[config.mk]
export PLATFORM = sky130hd
export DESIGN_NAME = pla_top
export DESIGN_NICKNAME = d
export VERILOG_FILES = /design/src/rtl/pla_pkg.sv /design/src/rtl/pla_apb_slave.sv /design/src/rtl/pla_top.sv
export SDC_FILE = /design/constraint.sdc
export NUM_CORES = 1
export LEC_CHECK = 0
export BUFFER_PORTS_ARGS = -buffer_cell sky130_fd_sc_hd__buf_4
export CAP_MARGIN = 5
export CORE_ASPECT_RATIO = 1.4
export CORE_MARGIN = 4
export CORE_UTILIZATION = 42
export DETAILED_ROUTE_END_ITERATION = 16
export GPL_TIMING_DRIVEN = 0
export PLACE_DENSITY_LB_ADDON = 0.15
export REMOVE_ABC_BUFFERS = 1
export SLEW_MARGIN = 20
export SYNTH_ARGS = -nofsm -noshare
export SYNTH_HDL_FRONTEND = slang
export SYNTH_SLANG_ARGS = --single-unit
[constraint.sdc]
create_clock -name pclk -period 1.65 [get_ports pclk]
set_clock_uncertainty 0.05 [all_clocks]
set_input_delay 0.33 -clock pclk [delete_from_list [all_inputs] [get_ports pclk]]
set_output_delay 0.33 -clock pclk [all_outputs]
set_load 0.01 [all_outputs]
[src/rtl/pla_pkg.sv]
/*
  shared constants and types for the link partner ability register bank.
  assumes an apb slave with 32-bit data and a 12-bit byte address.
*/
package pla_pkg;

  localparam int unsigned DATA_W = 32;
  localparam int unsigned ADDR_W = 12;
  localparam int unsigned PAGE_W = 16;
  localparam int unsigned IDX_W  = 10;

  // register indices; byte address is four times the index
  localparam logic [IDX_W-1:0] ABIL_IDX = 10'h005;
  localparam logic [IDX_W-1:0] CTRL_IDX = 10'h010;
  localparam logic [IDX_W-1:0] STAT_IDX = 10'h011;
  localparam logic [ADDR_W-1:0] ABIL_ADDR = {ABIL_IDX, 2'b00};

  // ability word bit positions
  localparam int unsigned BIT_MORE_PAGES = 15;
  localparam int unsigned BIT_ACK        = 14;
  localparam int unsigned BIT_RSVD       = 12;
  localparam logic [PAGE_W-1:0] ABIL_RST = 16'h0000;

  // control and status fields
  localparam int unsigned CTRL_PG_EN   = 0;
  localparam int unsigned CTRL_RESTART = 1;
  localparam logic CTRL_PG_EN_RST      = 1'b0;
  localparam int unsigned STAT_PG_VIEW = 0;
  localparam int unsigned STAT_BASE    = 1;
  localparam int unsigned STAT_CNT_LO  = 8;
  localparam int unsigned CNT_W        = 8;

  // one received page from the negotiation engine
  typedef struct packed {
    logic              valid;
    logic              next;
    logic [PAGE_W-1:0] word;
  } pla_page_t;

  // base page layout
  typedef struct packed {
    logic       more_pages_wanted;
    logic       ack;
    logic       partner_fault_flag;
    logic       rsvd;
    logic       one_way_flow_ctrl_able;
    logic       pause_able;
    logic       four_pair_fast_able;
    logic       fast_full_able;
    logic       fast_half_able;
    logic       ten_full_able;
    logic       ten_half_able;
    logic [4:0] selector;
  } pla_base_t;

  // next page layout
  typedef struct packed {
    logic        more_pages_wanted;
    logic        ack;
    logic        message_page_flag;
    logic        partner_can_comply;
    logic        toggle;
    logic [10:0] code;
  } pla_next_t;

  typedef struct packed {
    logic              sel;
    logic              enable;
    logic              write;
    logic [ADDR_W-1:0] addr;
    logic [DATA_W-1:0] wdata;
  } pla_apb_req_t;

  typedef struct packed {
    logic              stb;
    logic [IDX_W-1:0]  idx;
    logic [DATA_W-1:0] data;
  } pla_wr_t;

  function automatic logic [IDX_W-1:0] word_idx(input logic [ADDR_W-1:0] a);
    return a[ADDR_W-1:2];
  endfunction

  function automatic logic reg_hit(input logic [ADDR_W-1:0] a);
    logic [IDX_W-1:0] i;
    i = a[ADDR_W-1:2];
    return (a[1:0] == 2'b00) && (i == ABIL_IDX || i == CTRL_IDX || i == STAT_IDX);
  endfunction

endpackage

[src/rtl/pla_apb_slave.sv]
/*
  apb slave front end: one wait state, registered answer.
  assumes the parent supplies read data for the current address
  combinationally and accepts a one-cycle write strobe.
*/
`timescale 1ns/1ps
module pla_apb_slave (
  input  wire logic                     pclk,
  input  wire logic                     presetn,
  input  wire pla_pkg::pla_apb_req_t    req,
  input  wire logic [pla_pkg::DATA_W-1:0] rd_data,
  output logic      [pla_pkg::DATA_W-1:0] prdata_ff,
  output logic                          pready_ff,
  output logic                          pslverr_ff,
  output pla_pkg::pla_wr_t              wr
);

  logic access_wait;
  logic hit;

  // first access cycle still waiting for the registered answer
  assign access_wait = req.sel && req.enable && !pready_ff;
  assign hit         = pla_pkg::reg_hit(req.addr);

  //////////////////////////////////////////////////////////////////////
  // answer one cycle into the access phase, then drop ready again
  always_ff @(posedge pclk or negedge presetn) begin
    if (!presetn) begin
      pready_ff  <= 1'b0;
      pslverr_ff <= 1'b0;
      prdata_ff  <= 32'h00000000;
    end else if (access_wait) begin
      pready_ff  <= 1'b1;
      pslverr_ff <= !hit;
      prdata_ff  <= (hit && !req.write) ? rd_data : 32'h00000000;
    end else begin
      pready_ff  <= 1'b0;
      pslverr_ff <= 1'b0;
    end
  end

  // write lands on the edge where the master samples ready
  always_comb begin
    wr.stb  = req.sel && req.enable && pready_ff && req.write && hit;
    wr.idx  = pla_pkg::word_idx(req.addr);
    wr.data = req.wdata;
  end

endmodule

[src/rtl/pla_top.sv]
/*
  link partner ability register bank with its apb front end.
  holds the base page or, once both ends agree on next pages,
  the latest next page received from the remote partner.
  assumes the negotiation engine delivers each received page as a
  one-cycle strobe and pulses base_exchange_done on a good base exchange.
*/
// Notes on behaviour
// RQ1: base page abilities loaded, read at index 5
// RQ2: next pages replace contents when both support
// RQ3: bit 15 shows partner wants pages
// RQ4: bit 14 partner acknowledge, engine only, resets 0
// RQ5: bit 13 partner remote fault
// RQ6: bit 12 reserved, reads zero in base
// RQ7: bit 11 asymmetric pause ability
// RQ8: bit 10 symmetric pause ability
// RQ9: bit 9 four pair fast ability
// RQ10: bit 8 fast full duplex ability
// RQ11: bit 7 fast half duplex ability
// RQ12: bit 6 ten full duplex ability
// RQ13: bit 5 ten half duplex ability
// RQ14: bits 4..0 selector, zero until base received
// RQ15: next view bit 14 keeps acknowledge
// RQ16: next view bit 12 partner can comply
// RQ17: next view bit 11 toggle flag
// RQ18: next view bits 10..0 code field
// RQ19: software writes never change the abilities; a restart write clears them
`timescale 1ns/1ps
module pla_top (
  input  wire logic                       pclk,
  input  wire logic                       presetn,
  input  wire logic                       psel,
  input  wire logic                       penable,
  input  wire logic                       pwrite,
  input  wire logic [pla_pkg::ADDR_W-1:0] paddr,
  input  wire logic [pla_pkg::DATA_W-1:0] pwdata,
  output logic      [pla_pkg::DATA_W-1:0] prdata,
  output logic                            pready,
  output logic                            pslverr,
  input  wire pla_pkg::pla_page_t         rx_page,
  input  wire logic                       base_exchange_done,
  output logic      [pla_pkg::PAGE_W-1:0] partner_abilities_reg,
  output logic                            next_view_ff
);

  //////////////////////////////////////////////////////////////////////
  // declarations

  typedef enum logic [2:0] {
    ST_IDLE = 3'b001,
    ST_BASE = 3'b010,
    ST_NEXT = 3'b100
  } pla_view_t;

  pla_view_t                       state_ff;
  pla_view_t                       nxt_state;
  pla_pkg::pla_apb_req_t           req;
  pla_pkg::pla_wr_t                wr;
  pla_pkg::pla_base_t              base_in;
  pla_pkg::pla_next_t              next_in;
  logic [pla_pkg::PAGE_W-1:0]      abil_ff;
  logic [pla_pkg::PAGE_W-1:0]      nxt_abil;
  logic [pla_pkg::DATA_W-1:0]      rd_data;
  logic [pla_pkg::CNT_W-1:0]       pg_cnt_ff;
  logic                            pg_en_ff;
  logic                            restart_ff;
  logic                            base_seen_ff;
  logic                            take_base;
  logic                            take_next;
  logic                            ctrl_wr;

  //////////////////////////////////////////////////////////////////////
  // bus front end

  // bundle the apb pins for the slave
  always_comb begin
    req.sel    = psel;
    req.enable = penable;
    req.write  = pwrite;
    req.addr   = paddr;
    req.wdata  = pwdata;
  end

  pla_apb_slave u_slave (
    .pclk       (pclk),
    .presetn    (presetn),
    .req        (req),
    .rd_data    (rd_data),
    .prdata_ff  (prdata),
    .pready_ff  (pready),
    .pslverr_ff (pslverr),
    .wr         (wr)
  );

  assign ctrl_wr = wr.stb && (wr.idx == pla_pkg::CTRL_IDX);

  //////////////////////////////////////////////////////////////////////
  // control register

  // next page enable steers the view switch below
  always_ff @(posedge pclk or negedge presetn) begin
    if (!presetn) begin
      pg_en_ff <= pla_pkg::CTRL_PG_EN_RST;
    end else if (ctrl_wr) begin
      pg_en_ff <= wr.data[pla_pkg::CTRL_PG_EN];
    end
  end

  // restart is self clearing; it reads back as zero
  always_ff @(posedge pclk or negedge presetn) begin
    if (!presetn) begin
      restart_ff <= 1'b0;
    end else begin
      restart_ff <= ctrl_wr && wr.data[pla_pkg::CTRL_RESTART];
    end
  end

  //////////////////////////////////////////////////////////////////////
  // page acceptance

  // base pages are ignored once the next page view is active, and
  // next pages are ignored until then, so a stray page cannot mix views
  assign take_base = rx_page.valid && !rx_page.next && (state_ff != ST_NEXT);
  assign take_next = rx_page.valid && rx_page.next && (state_ff == ST_NEXT);

  // split the received word into base fields
  always_comb begin
    base_in                        = rx_page.word;
    base_in.more_pages_wanted      = rx_page.word[15];      // RQ3
    base_in.ack                    = rx_page.word[14];      // RQ4
    base_in.partner_fault_flag     = rx_page.word[13];      // RQ5
    base_in.rsvd                   = 1'b0;                  // RQ6
    base_in.one_way_flow_ctrl_able = rx_page.word[11];      // RQ7
    base_in.pause_able             = rx_page.word[10];      // RQ8
    base_in.four_pair_fast_able    = rx_page.word[9];       // RQ9
    base_in.fast_full_able         = rx_page.word[8];       // RQ10
    base_in.fast_half_able         = rx_page.word[7];       // RQ11
    base_in.ten_full_able          = rx_page.word[6];       // RQ12
    base_in.ten_half_able          = rx_page.word[5];       // RQ13
    base_in.selector               = rx_page.word[4:0];     // RQ14
  end

  // split the received word into next page fields
  always_comb begin
    next_in                    = rx_page.word;
    next_in.more_pages_wanted  = rx_page.word[15];          // RQ3
    next_in.ack                = rx_page.word[14];          // RQ15
    next_in.message_page_flag  = rx_page.word[13];
    next_in.partner_can_comply = rx_page.word[12];          // RQ16
    next_in.toggle             = rx_page.word[11];          // RQ17
    next_in.code               = rx_page.word[10:0];        // RQ18
  end

  //////////////////////////////////////////////////////////////////////
  // view state machine

  // a page the current view accepts wins over a restart, so that page is not lost; a base page in the next page view is dropped
  always_comb begin
    nxt_state = state_ff;
    unique case (state_ff)
      ST_IDLE: begin
        if (take_base) begin
          nxt_state = ST_BASE;
        end
      end
      ST_BASE: begin
        if (restart_ff && !take_base) begin
          nxt_state = ST_IDLE;
        end else if (base_exchange_done && pg_en_ff && abil_ff[pla_pkg::BIT_MORE_PAGES]) begin
          nxt_state = ST_NEXT; // RQ2
        end
      end
      ST_NEXT: begin
        // a next page that wins over restart must keep its view, or its
        // bit 12 would show up as a set reserved bit in the base view
        if (restart_ff && !take_next) begin
          nxt_state = ST_IDLE;
        end
      end
      default: begin
        nxt_state = ST_IDLE;
      end
    endcase
  end

  always_ff @(posedge pclk or negedge presetn) begin
    if (!presetn) begin
      state_ff <= ST_IDLE;
    end else begin
      state_ff <= nxt_state;
    end
  end

  // view flag for the rest of the chip
  always_ff @(posedge pclk or negedge presetn) begin
    if (!presetn) begin
      next_view_ff <= 1'b0;
    end else begin
      next_view_ff <= (nxt_state == ST_NEXT);
    end
  end

  //////////////////////////////////////////////////////////////////////
  // ability register

  // the negotiation engine loads it and a restart clears it; bus writes to it are ignored
  always_comb begin
    nxt_abil = abil_ff;
    if (restart_ff) begin
      nxt_abil = pla_pkg::ABIL_RST;
    end
    if (take_base) begin
      nxt_abil = base_in;                                   // RQ1
    end else if (take_next) begin
      nxt_abil = next_in;                                   // RQ2
    end
  end

  always_ff @(posedge pclk or negedge presetn) begin
    if (!presetn) begin
      abil_ff <= pla_pkg::ABIL_RST;                         // RQ4
    end else begin
      abil_ff <= nxt_abil;                                  // RQ19
    end
  end

  assign partner_abilities_reg = abil_ff;

  //////////////////////////////////////////////////////////////////////
  // status bookkeeping

  // base seen flag; a fresh base page wins over restart
  always_ff @(posedge pclk or negedge presetn) begin
    if (!presetn) begin
      base_seen_ff <= 1'b0;
    end else if (take_base) begin
      base_seen_ff <= 1'b1;
    end else if (restart_ff) begin
      base_seen_ff <= 1'b0;
    end
  end

  // next pages counted; saturates so software never sees a wrap
  always_ff @(posedge pclk or negedge presetn) begin
    if (!presetn) begin
      pg_cnt_ff <= 8'h00;
    end else if (take_next) begin
      if (pg_cnt_ff != 8'hFF) begin
        pg_cnt_ff <= pg_cnt_ff + 8'h01;
      end
    end else if (restart_ff) begin
      pg_cnt_ff <= 8'h00;
    end
  end

  //////////////////////////////////////////////////////////////////////
  // read mux

  always_comb begin
    rd_data = 32'h00000000;
    unique case (pla_pkg::word_idx(paddr))
      pla_pkg::ABIL_IDX: begin
        rd_data[pla_pkg::PAGE_W-1:0] = abil_ff;             // RQ1
      end
      pla_pkg::CTRL_IDX: begin
        rd_data[pla_pkg::CTRL_PG_EN] = pg_en_ff;
      end
      pla_pkg::STAT_IDX: begin
        rd_data[pla_pkg::STAT_PG_VIEW] = (state_ff == ST_NEXT);
        rd_data[pla_pkg::STAT_BASE]    = base_seen_ff;
        rd_data[pla_pkg::STAT_CNT_LO +: pla_pkg::CNT_W] = pg_cnt_ff;
      end
      default: begin
        rd_data = 32'h00000000;
      end
    endcase
  end
endmodule

==> flow_summary.yaml, run 1 <==
clocking:
  clk_pin_slew_ns: 0.09
  htreeDepth: 2
  clockBufferDepth: 2
  clock-sinks: 49
  clockRootBuffer: "clkbuf_8"
  cts_buffers: 5
  cts_tree: "yes"
  worstSkewPairLatency_ns: 0.29
setup_path:
  worstReg2RegStart: "state_ff[0]$_DFF_PN1_"
  cpPeakStageDelay_ns: 0.58
  path_buf_inv: 1
  crit_slowest_cell: "dfstp_2"
  crit_arrival_ns: 1.83
  path_depth: 5
  crit_path_start_kind: "flip-flop"
  crit_required_ns: 1.79
  cp-end-kind: "flip-flop"
  ff2ff_path_depth: 5
  worstSetupPathType: "reg2reg"
  crit_family: "flip-flops"
  crit_chain: "nor3b_4 > and2_2 > o21ai_4 > buf_12 > mux2_2"
  startpoint: "state_ff[0]$_DFF_PN1_"
  endpoint: "partner_abilities_reg[3]$_DFFE_PN0P_"
  critPathMaxFanout: 14
  rrSetupSlack_ns: -0.04
  r2r_end: "partner_abilities_reg[3]$_DFFE_PN0P_"
yosys:
  async_flop_share: 1.00
  ys_types: 49
  synth_fa_ha_area_frac: 0.00513
  synth-compound-area-share: 0.137
  yosys.area_share.simple: 0.196
  syn_inst: 225
  avgSynthCellArea_sq_um: 10.8
  synth-edff-count: 0
  synth_top_area_cell: "dfrtp_1"
  ys_seq_elements: 49
  synth_area_sq_um: 2440
  ys_seq_area_frac: 0.503
  synth.area.mux_share: 0.0779
  yosys_warnings: 0
  synthTopCellsByArea: "dfrtp_1 49%, mux2_2 7.4%, buf_4 4.9%, nor2b_1 4.4%, a32o_1 2.9%"
  synth_top_family_by_area: "simple AND/OR/NAND/NOR gates"
  synthXorXnorAreaFrac: 0.00718
  netlist.area_leader.share: 0.492
  ys.flop_type: "dfrtp_1"
global_route:
  grt_pass1_wl_mm: 9.73
  antenna_found_initial: 0
  grt_pass1_vias: 2000
  grt.overflow.total: 0
  gr-usage-all-layers: 0.171
  grt_max_degree: 50
routing:
  drc: 0
  viasPerCell: 5.29
  routed_wl_mm: 5.92
  drt_iter0_drc: 81
  drtPass1Iterations: 4
  wl_per_cell_um: 15.7
  wl_met1_mm: 2.27
  vias: 2001
  dr_wl_met2_mm: 3.30
  ant_nets: 0
  routed.top_layer: "met4"
  route.met3.wl_um: 276
placement:
  gp_congestion: 0.775
  placed_cell_area_sq_um: 2960
  port-buffer-count: 72
  dp_hpwl_mm: 4.16
  place_ws_ns: -0.638
sta:
  slew_viol_final: 0
  slew-limit-headroom: 0.588
  fin_crit_sh: 1.02
  hold_ws_ns: -0.00804
  max_clock_freq_mhz: 592
  fin_ws_ns: -0.0402
  period_minus_slack_ns: 1.69
  setup-violations-final: 14
  hold_viol: 8
  rsz0062_at_grt: "true"
  tightest_slew_ns: 0.619
power:
  ir_worst_vdd_v: 0.000399
  leakagePower_nw: 1.51
  power_density_nw_per_um2: 818
floorplan:
  design.core.area_sq_um: 5570
  top_level_ports: 119
  die_y_um: 98.2
  die_x_um: 72.4
  dieArea_sq_um: 7110
  rows: 32
  initial_utilization: 0.438
final_layout:
  layout.area.seq_sq_um: 1230
  multi_input_area_sq_um: 1150
  n_fill_cell: 505
  design_area_sq_um: 3250
  final_util: 0.585
  syn_to_final_growth_pct: 33.3
  fin_nets: 378
  final_layout_size_suffix_gt1_frac: 0.416
  diodes: 0
flow_run:
  maxCapViolCount: 0
hold_path:
  hold_path_class: "in2async"
run_status:
  violations: "negative hold slack, negative setup slack"
  status: "complete, but fails checks"
## cell families after synthesis
group,Yosys count
and+or+nand+nor,79
AOI/OAI and AO/OA,48
buffers and inverters,28
xor gates and xnor gates,2
adders and majority gates,1
muxes,17
other,1
DFF,49
## stage by stage
step / std cells / setup TNS, ns / total power [mW]
6_report: 378 / -0.485 / 2.66
3_5_place_dp: 355 / -18.72 / 1.76
5_1_grt: 378 / -1.32 / 2.80
2_1_floorplan: 215 / -4.95 / 1.53
3_3_place_gp: 355 / -18.76 / 1.75
4_1_cts: 373 / -0.524 / 2.69
## worst min path at each step
stage / to / slack, ns / depth (start not counted) / startpoint
2_1_floorplan: base_seen_ff$_DFFE_PN0P_ / -0.02 / 0 / presetn
3_3_place_gp: state_ff[2]$_DFF_PN0_ / 0.34 / 1 / presetn
3_5_place_dp: state_ff[2]$_DFF_PN0_ / 0.34 / 1 / presetn
4_1_cts: partner_abilities_reg[14]$_DFFE_PN0P_ / 0.01 / 1 / presetn
5_1_grt: partner_abilities_reg[14]$_DFFE_PN0P_ / 0.03 / 1 / presetn
6_report: next_view_ff$_DFF_PN0_ / -0.008 / 1 / presetn
## where the power goes
| group | internal, mW | switching, mW | total [mW] |
|---|---|---|---|
| Sequential | 1.27 | 0.0571 | 1.32 |
| Combinational | 0.252 | 0.196 | 0.448 |
| Clock | 0.493 | 0.396 | 0.889 |
| Total | 2.01 | 0.648 | 2.66 |
## per-layer routing
layer / vias up / GRT usage
met5: - / 0
met4: 0 / 0.0455
met3: 7 / 0.0288
met2: 49 / 0.309
met1: 996 / 0.207
li1: 949 / -
## cell usage in the layout (no fill, tap or decap), types with 5 or more instances in the layout
cell | synthesis | layout
dfrtp_1 | 48 | 45
o21ai_1 | 9 | 11
nand3b_1 | 4 | 5
mux2_2 | 16 | 16
nor2b_1 | 17 | 16
nor3_1 | 5 | 5
clkbuf_8 | 0 | 6
nand3_1 | 6 | 5
buf_4 | 16 | 85
a22oi_1 | 9 | 9
nand2_1 | 17 | 17
conb_1 | 1 | 16
o21ai_0 | 7 | 5
a32o_1 | 7 | 7
a21oi_1 | 6 | 5
nor2_1 | 9 | 8
## layout make-up
cell class | instances | share of cell area
Inverter | 3 | 0.00346
Multi-Input combinational cell | 164 | 0.353
Tap cell | 68 | 0.0262
Sequential cell | 49 | 0.378
Clock inverter | 2 | 0.0115
Timing Repair Buffer | 86 | 0.202
Clock buffer | 6 | 0.0254
## what timing repair did
item / CTS / global route
buffers inserted: 9 / 5
pin swaps: 2 / 3
gates cloned: 1 / 0
hold buffers: 0 / 0
setup endpoints to repair: 42 / 39
gates resized for setup: 8 / 7
## worst reg2reg max path: cells and delay by family, from the launching register on
kind,cells,cell delay [ns]
compound gates,1,0.16
flops,1,0.58
mux,1,0.35
buf+inv,1,0.18
simple gates,2,0.28
## synthesized netlist by cell type, drive strengths merged (6+ instances only)
| cell type | instances |
|---|---|
| a21oi | 6 |
| a22oi | 9 |
| a32o | 7 |
| buf | 20 |
| dfrtp | 48 |
| mux2 | 16 |
| nand2 | 17 |
| nand3 | 6 |
| nor2 | 9 |
| nor2b | 17 |
| nor3 | 6 |
| o21ai | 17 |
Note: power is estimated with default switching activity, not from simulation.
==> run 2: changes to the inputs <==
Settings changed: CORE_ASPECT_RATIO 1.4 to 0.6, SETUP_SLACK_MARGIN set to 0.05, SLEW_MARGIN 20 to 40.
==> run 2 against run 1 <==
Against the previous run: the run ends with negative hold slack left; setup slack gained 0.050 ns; fmax grew 3.1%; total power shrank 3.0%; sequential power is essentially flat; critical endpoint is now partner_abilities_reg[0]$_DFFE_PN0P_; highest routed layer unchanged.
==> flow_summary.yaml, run 2 (synthesized netlist as in run 1, its figures left out) <==
run_status:
  status: "complete, but fails checks"
  violations: "negative hold slack"
clocking:
  clock-sinks: 49
  clockBufferDepth: 2
  cts_buffers: 5
  clockRootBuffer: "clkbuf_8"
  clk_pin_slew_ns: 0.09
  worstSkewPairLatency_ns: 0.30
  cts_tree: "yes"
  htreeDepth: 2
routing:
  routed_wl_mm: 6.63
  drc: 0
  wl_per_cell_um: 16.5
  ant_nets: 0
  drt_iter0_drc: 93
  vias: 2063
  viasPerCell: 5.14
  drtPass1Iterations: 4
floorplan:
  design.core.area_sq_um: 5600
  initial_utilization: 0.436
  die_y_um: 67.0
  dieArea_sq_um: 7130
  die_x_um: 106
  rows: 21
  top_level_ports: 119
sta:
  slew_viol_final: 0
  fin_ws_ns: 0.0101
  hold_ws_ns: -0.0150
  period_minus_slack_ns: 1.64
  fin_setup_tns_ns: 0
  fin_crit_sh: 0.994
  hold_viol: 10
  max_clock_freq_mhz: 610
  tightest_slew_ns: 0.678
  slew-limit-headroom: 0.547
  setup-violations-final: 0
  rsz0062_at_grt: "true"
final_layout:
  fin_cells: 401
  mostFrequentLayoutCell: "buf_4"
  syn_to_final_growth_pct: 41.4
  diodes: 0
  fin_nets: 389
  design_area_sq_um: 3450
  final_cell_mix: "90 x buf_4, 45 x dfrtp_1, 17 x nand2_1, 16 x nor2b_1, 16 x conb_1"
  final_layout_size_suffix_gt1_frac: 0.470
  n_fill_cell: 493
placement:
  dp_hpwl_mm: 4.31
  port-buffer-count: 72
  gp_congestion: 0.828
  placed_cell_area_sq_um: 2990
  placed_cells: 368
  place_ws_ns: -0.438
setup_path:
  r2r_end: "partner_abilities_reg[0]$_DFFE_PN0P_"
  cpPeakStageDelay_ns: 0.57
  crit_chain: "nor3b_4 > and2_4 > o21ai_4 > buf_6 > mux2_4"
  crit_required_ns: 1.79
  path_buf_inv: 1
  ff2ff_path_depth: 5
  crit_arrival_ns: 1.78
  endpoint: "partner_abilities_reg[0]$_DFFE_PN0P_"
  critPathMaxFanout: 6
  worstSetupPathType: "reg2reg"
  crit_path_start_kind: "flip-flop"
  path_depth: 5
  worstReg2RegStart: "state_ff[0]$_DFF_PN1_"
  startpoint: "state_ff[0]$_DFF_PN1_"
  crit_family: "flip-flops"
  rrSetupSlack_ns: 0.01
  cp-end-kind: "flip-flop"
  crit_slowest_cell: "dfstp_2"
global_route:
  busiest_layer: "met2"
  gr-usage-all-layers: 0.188
  grt_max_degree: 50
  met2_usage: 0.286
  grt_pass1_wl_mm: 10.4
  grt_pass1_vias: 1967
  use_met3: 0.0591
  grt_util_met1: 0.266
  antenna_found_initial: 0
  grt.overflow.total: 0
hold_path:
  hold_path_class: "in2async"
power:
  leakagePower_nw: 1.64
  power_density_nw_per_um2: 748
  ir_worst_vdd_v: 0.000345
flow_run:
  maxCapViolCount: 0
run 2: worst min path at each step:
stage,end,slack [ns]
after floorplan,base_seen_ff$_DFFE_PN0P_,-0.02
after global placement,state_ff[2]$_DFF_PN0_,0.35
after detailed placement,next_view_ff$_DFF_PN0_,0.34
after CTS,next_view_ff$_DFF_PN0_,0.01
after global routing,next_view_ff$_DFF_PN0_,0.03
final,next_view_ff$_DFF_PN0_,-0.01
run 2: area by class of cell:
type,count,area [sq um],share of cell area
clock buffer,6,82.6,0.0239
clock inverter,2,13.8,0.00399
inverter,3,11.3,0.00326
multi-input combinational,164,1250,0.363
sequential,49,1230,0.357
tap,80,100,0.0290
timing repair buffer,97,758,0.220
run 2: what timing repair did:
item / 4_1_cts / 5_1_grt
pin swaps: 5 / 22
setup endpoints to repair: 41 / 44
hold buffers: 0 / 0
gates cloned: 1 / 1
resized for setup: 30 / 22
setup buffers: 19 / 6
run 2: layer usage:
metal | vias to the layer above | share of wire
met5 | - | 0
met4 | 0 | 0.0018
met3 | 2 | 0.092
met2 | 71 | 0.43
met1 | 1017 | 0.48
li1 | 973 | -
run 2: per-stage QoR:
stage	util	hold WS, ns	power, mW
6_report	0.616	-0.0150	2.58
5_1_grt	0.616	0.0256	2.70
4_1_cts	0.602	0.0107	2.60
3_5_place_dp	0.534	0.343	1.76
3_3_place_gp	0.531	0.345	1.75
2_1_floorplan	-	-0.0156	1.53
run 2: power by group:
part	total, mW	leakage, nW	internal [mW]	switching, mW
logic	0.515	0.952	0.293	0.221
clock network	0.745	0.0512	0.341	0.404
registers	1.32	0.635	1.27	0.0542
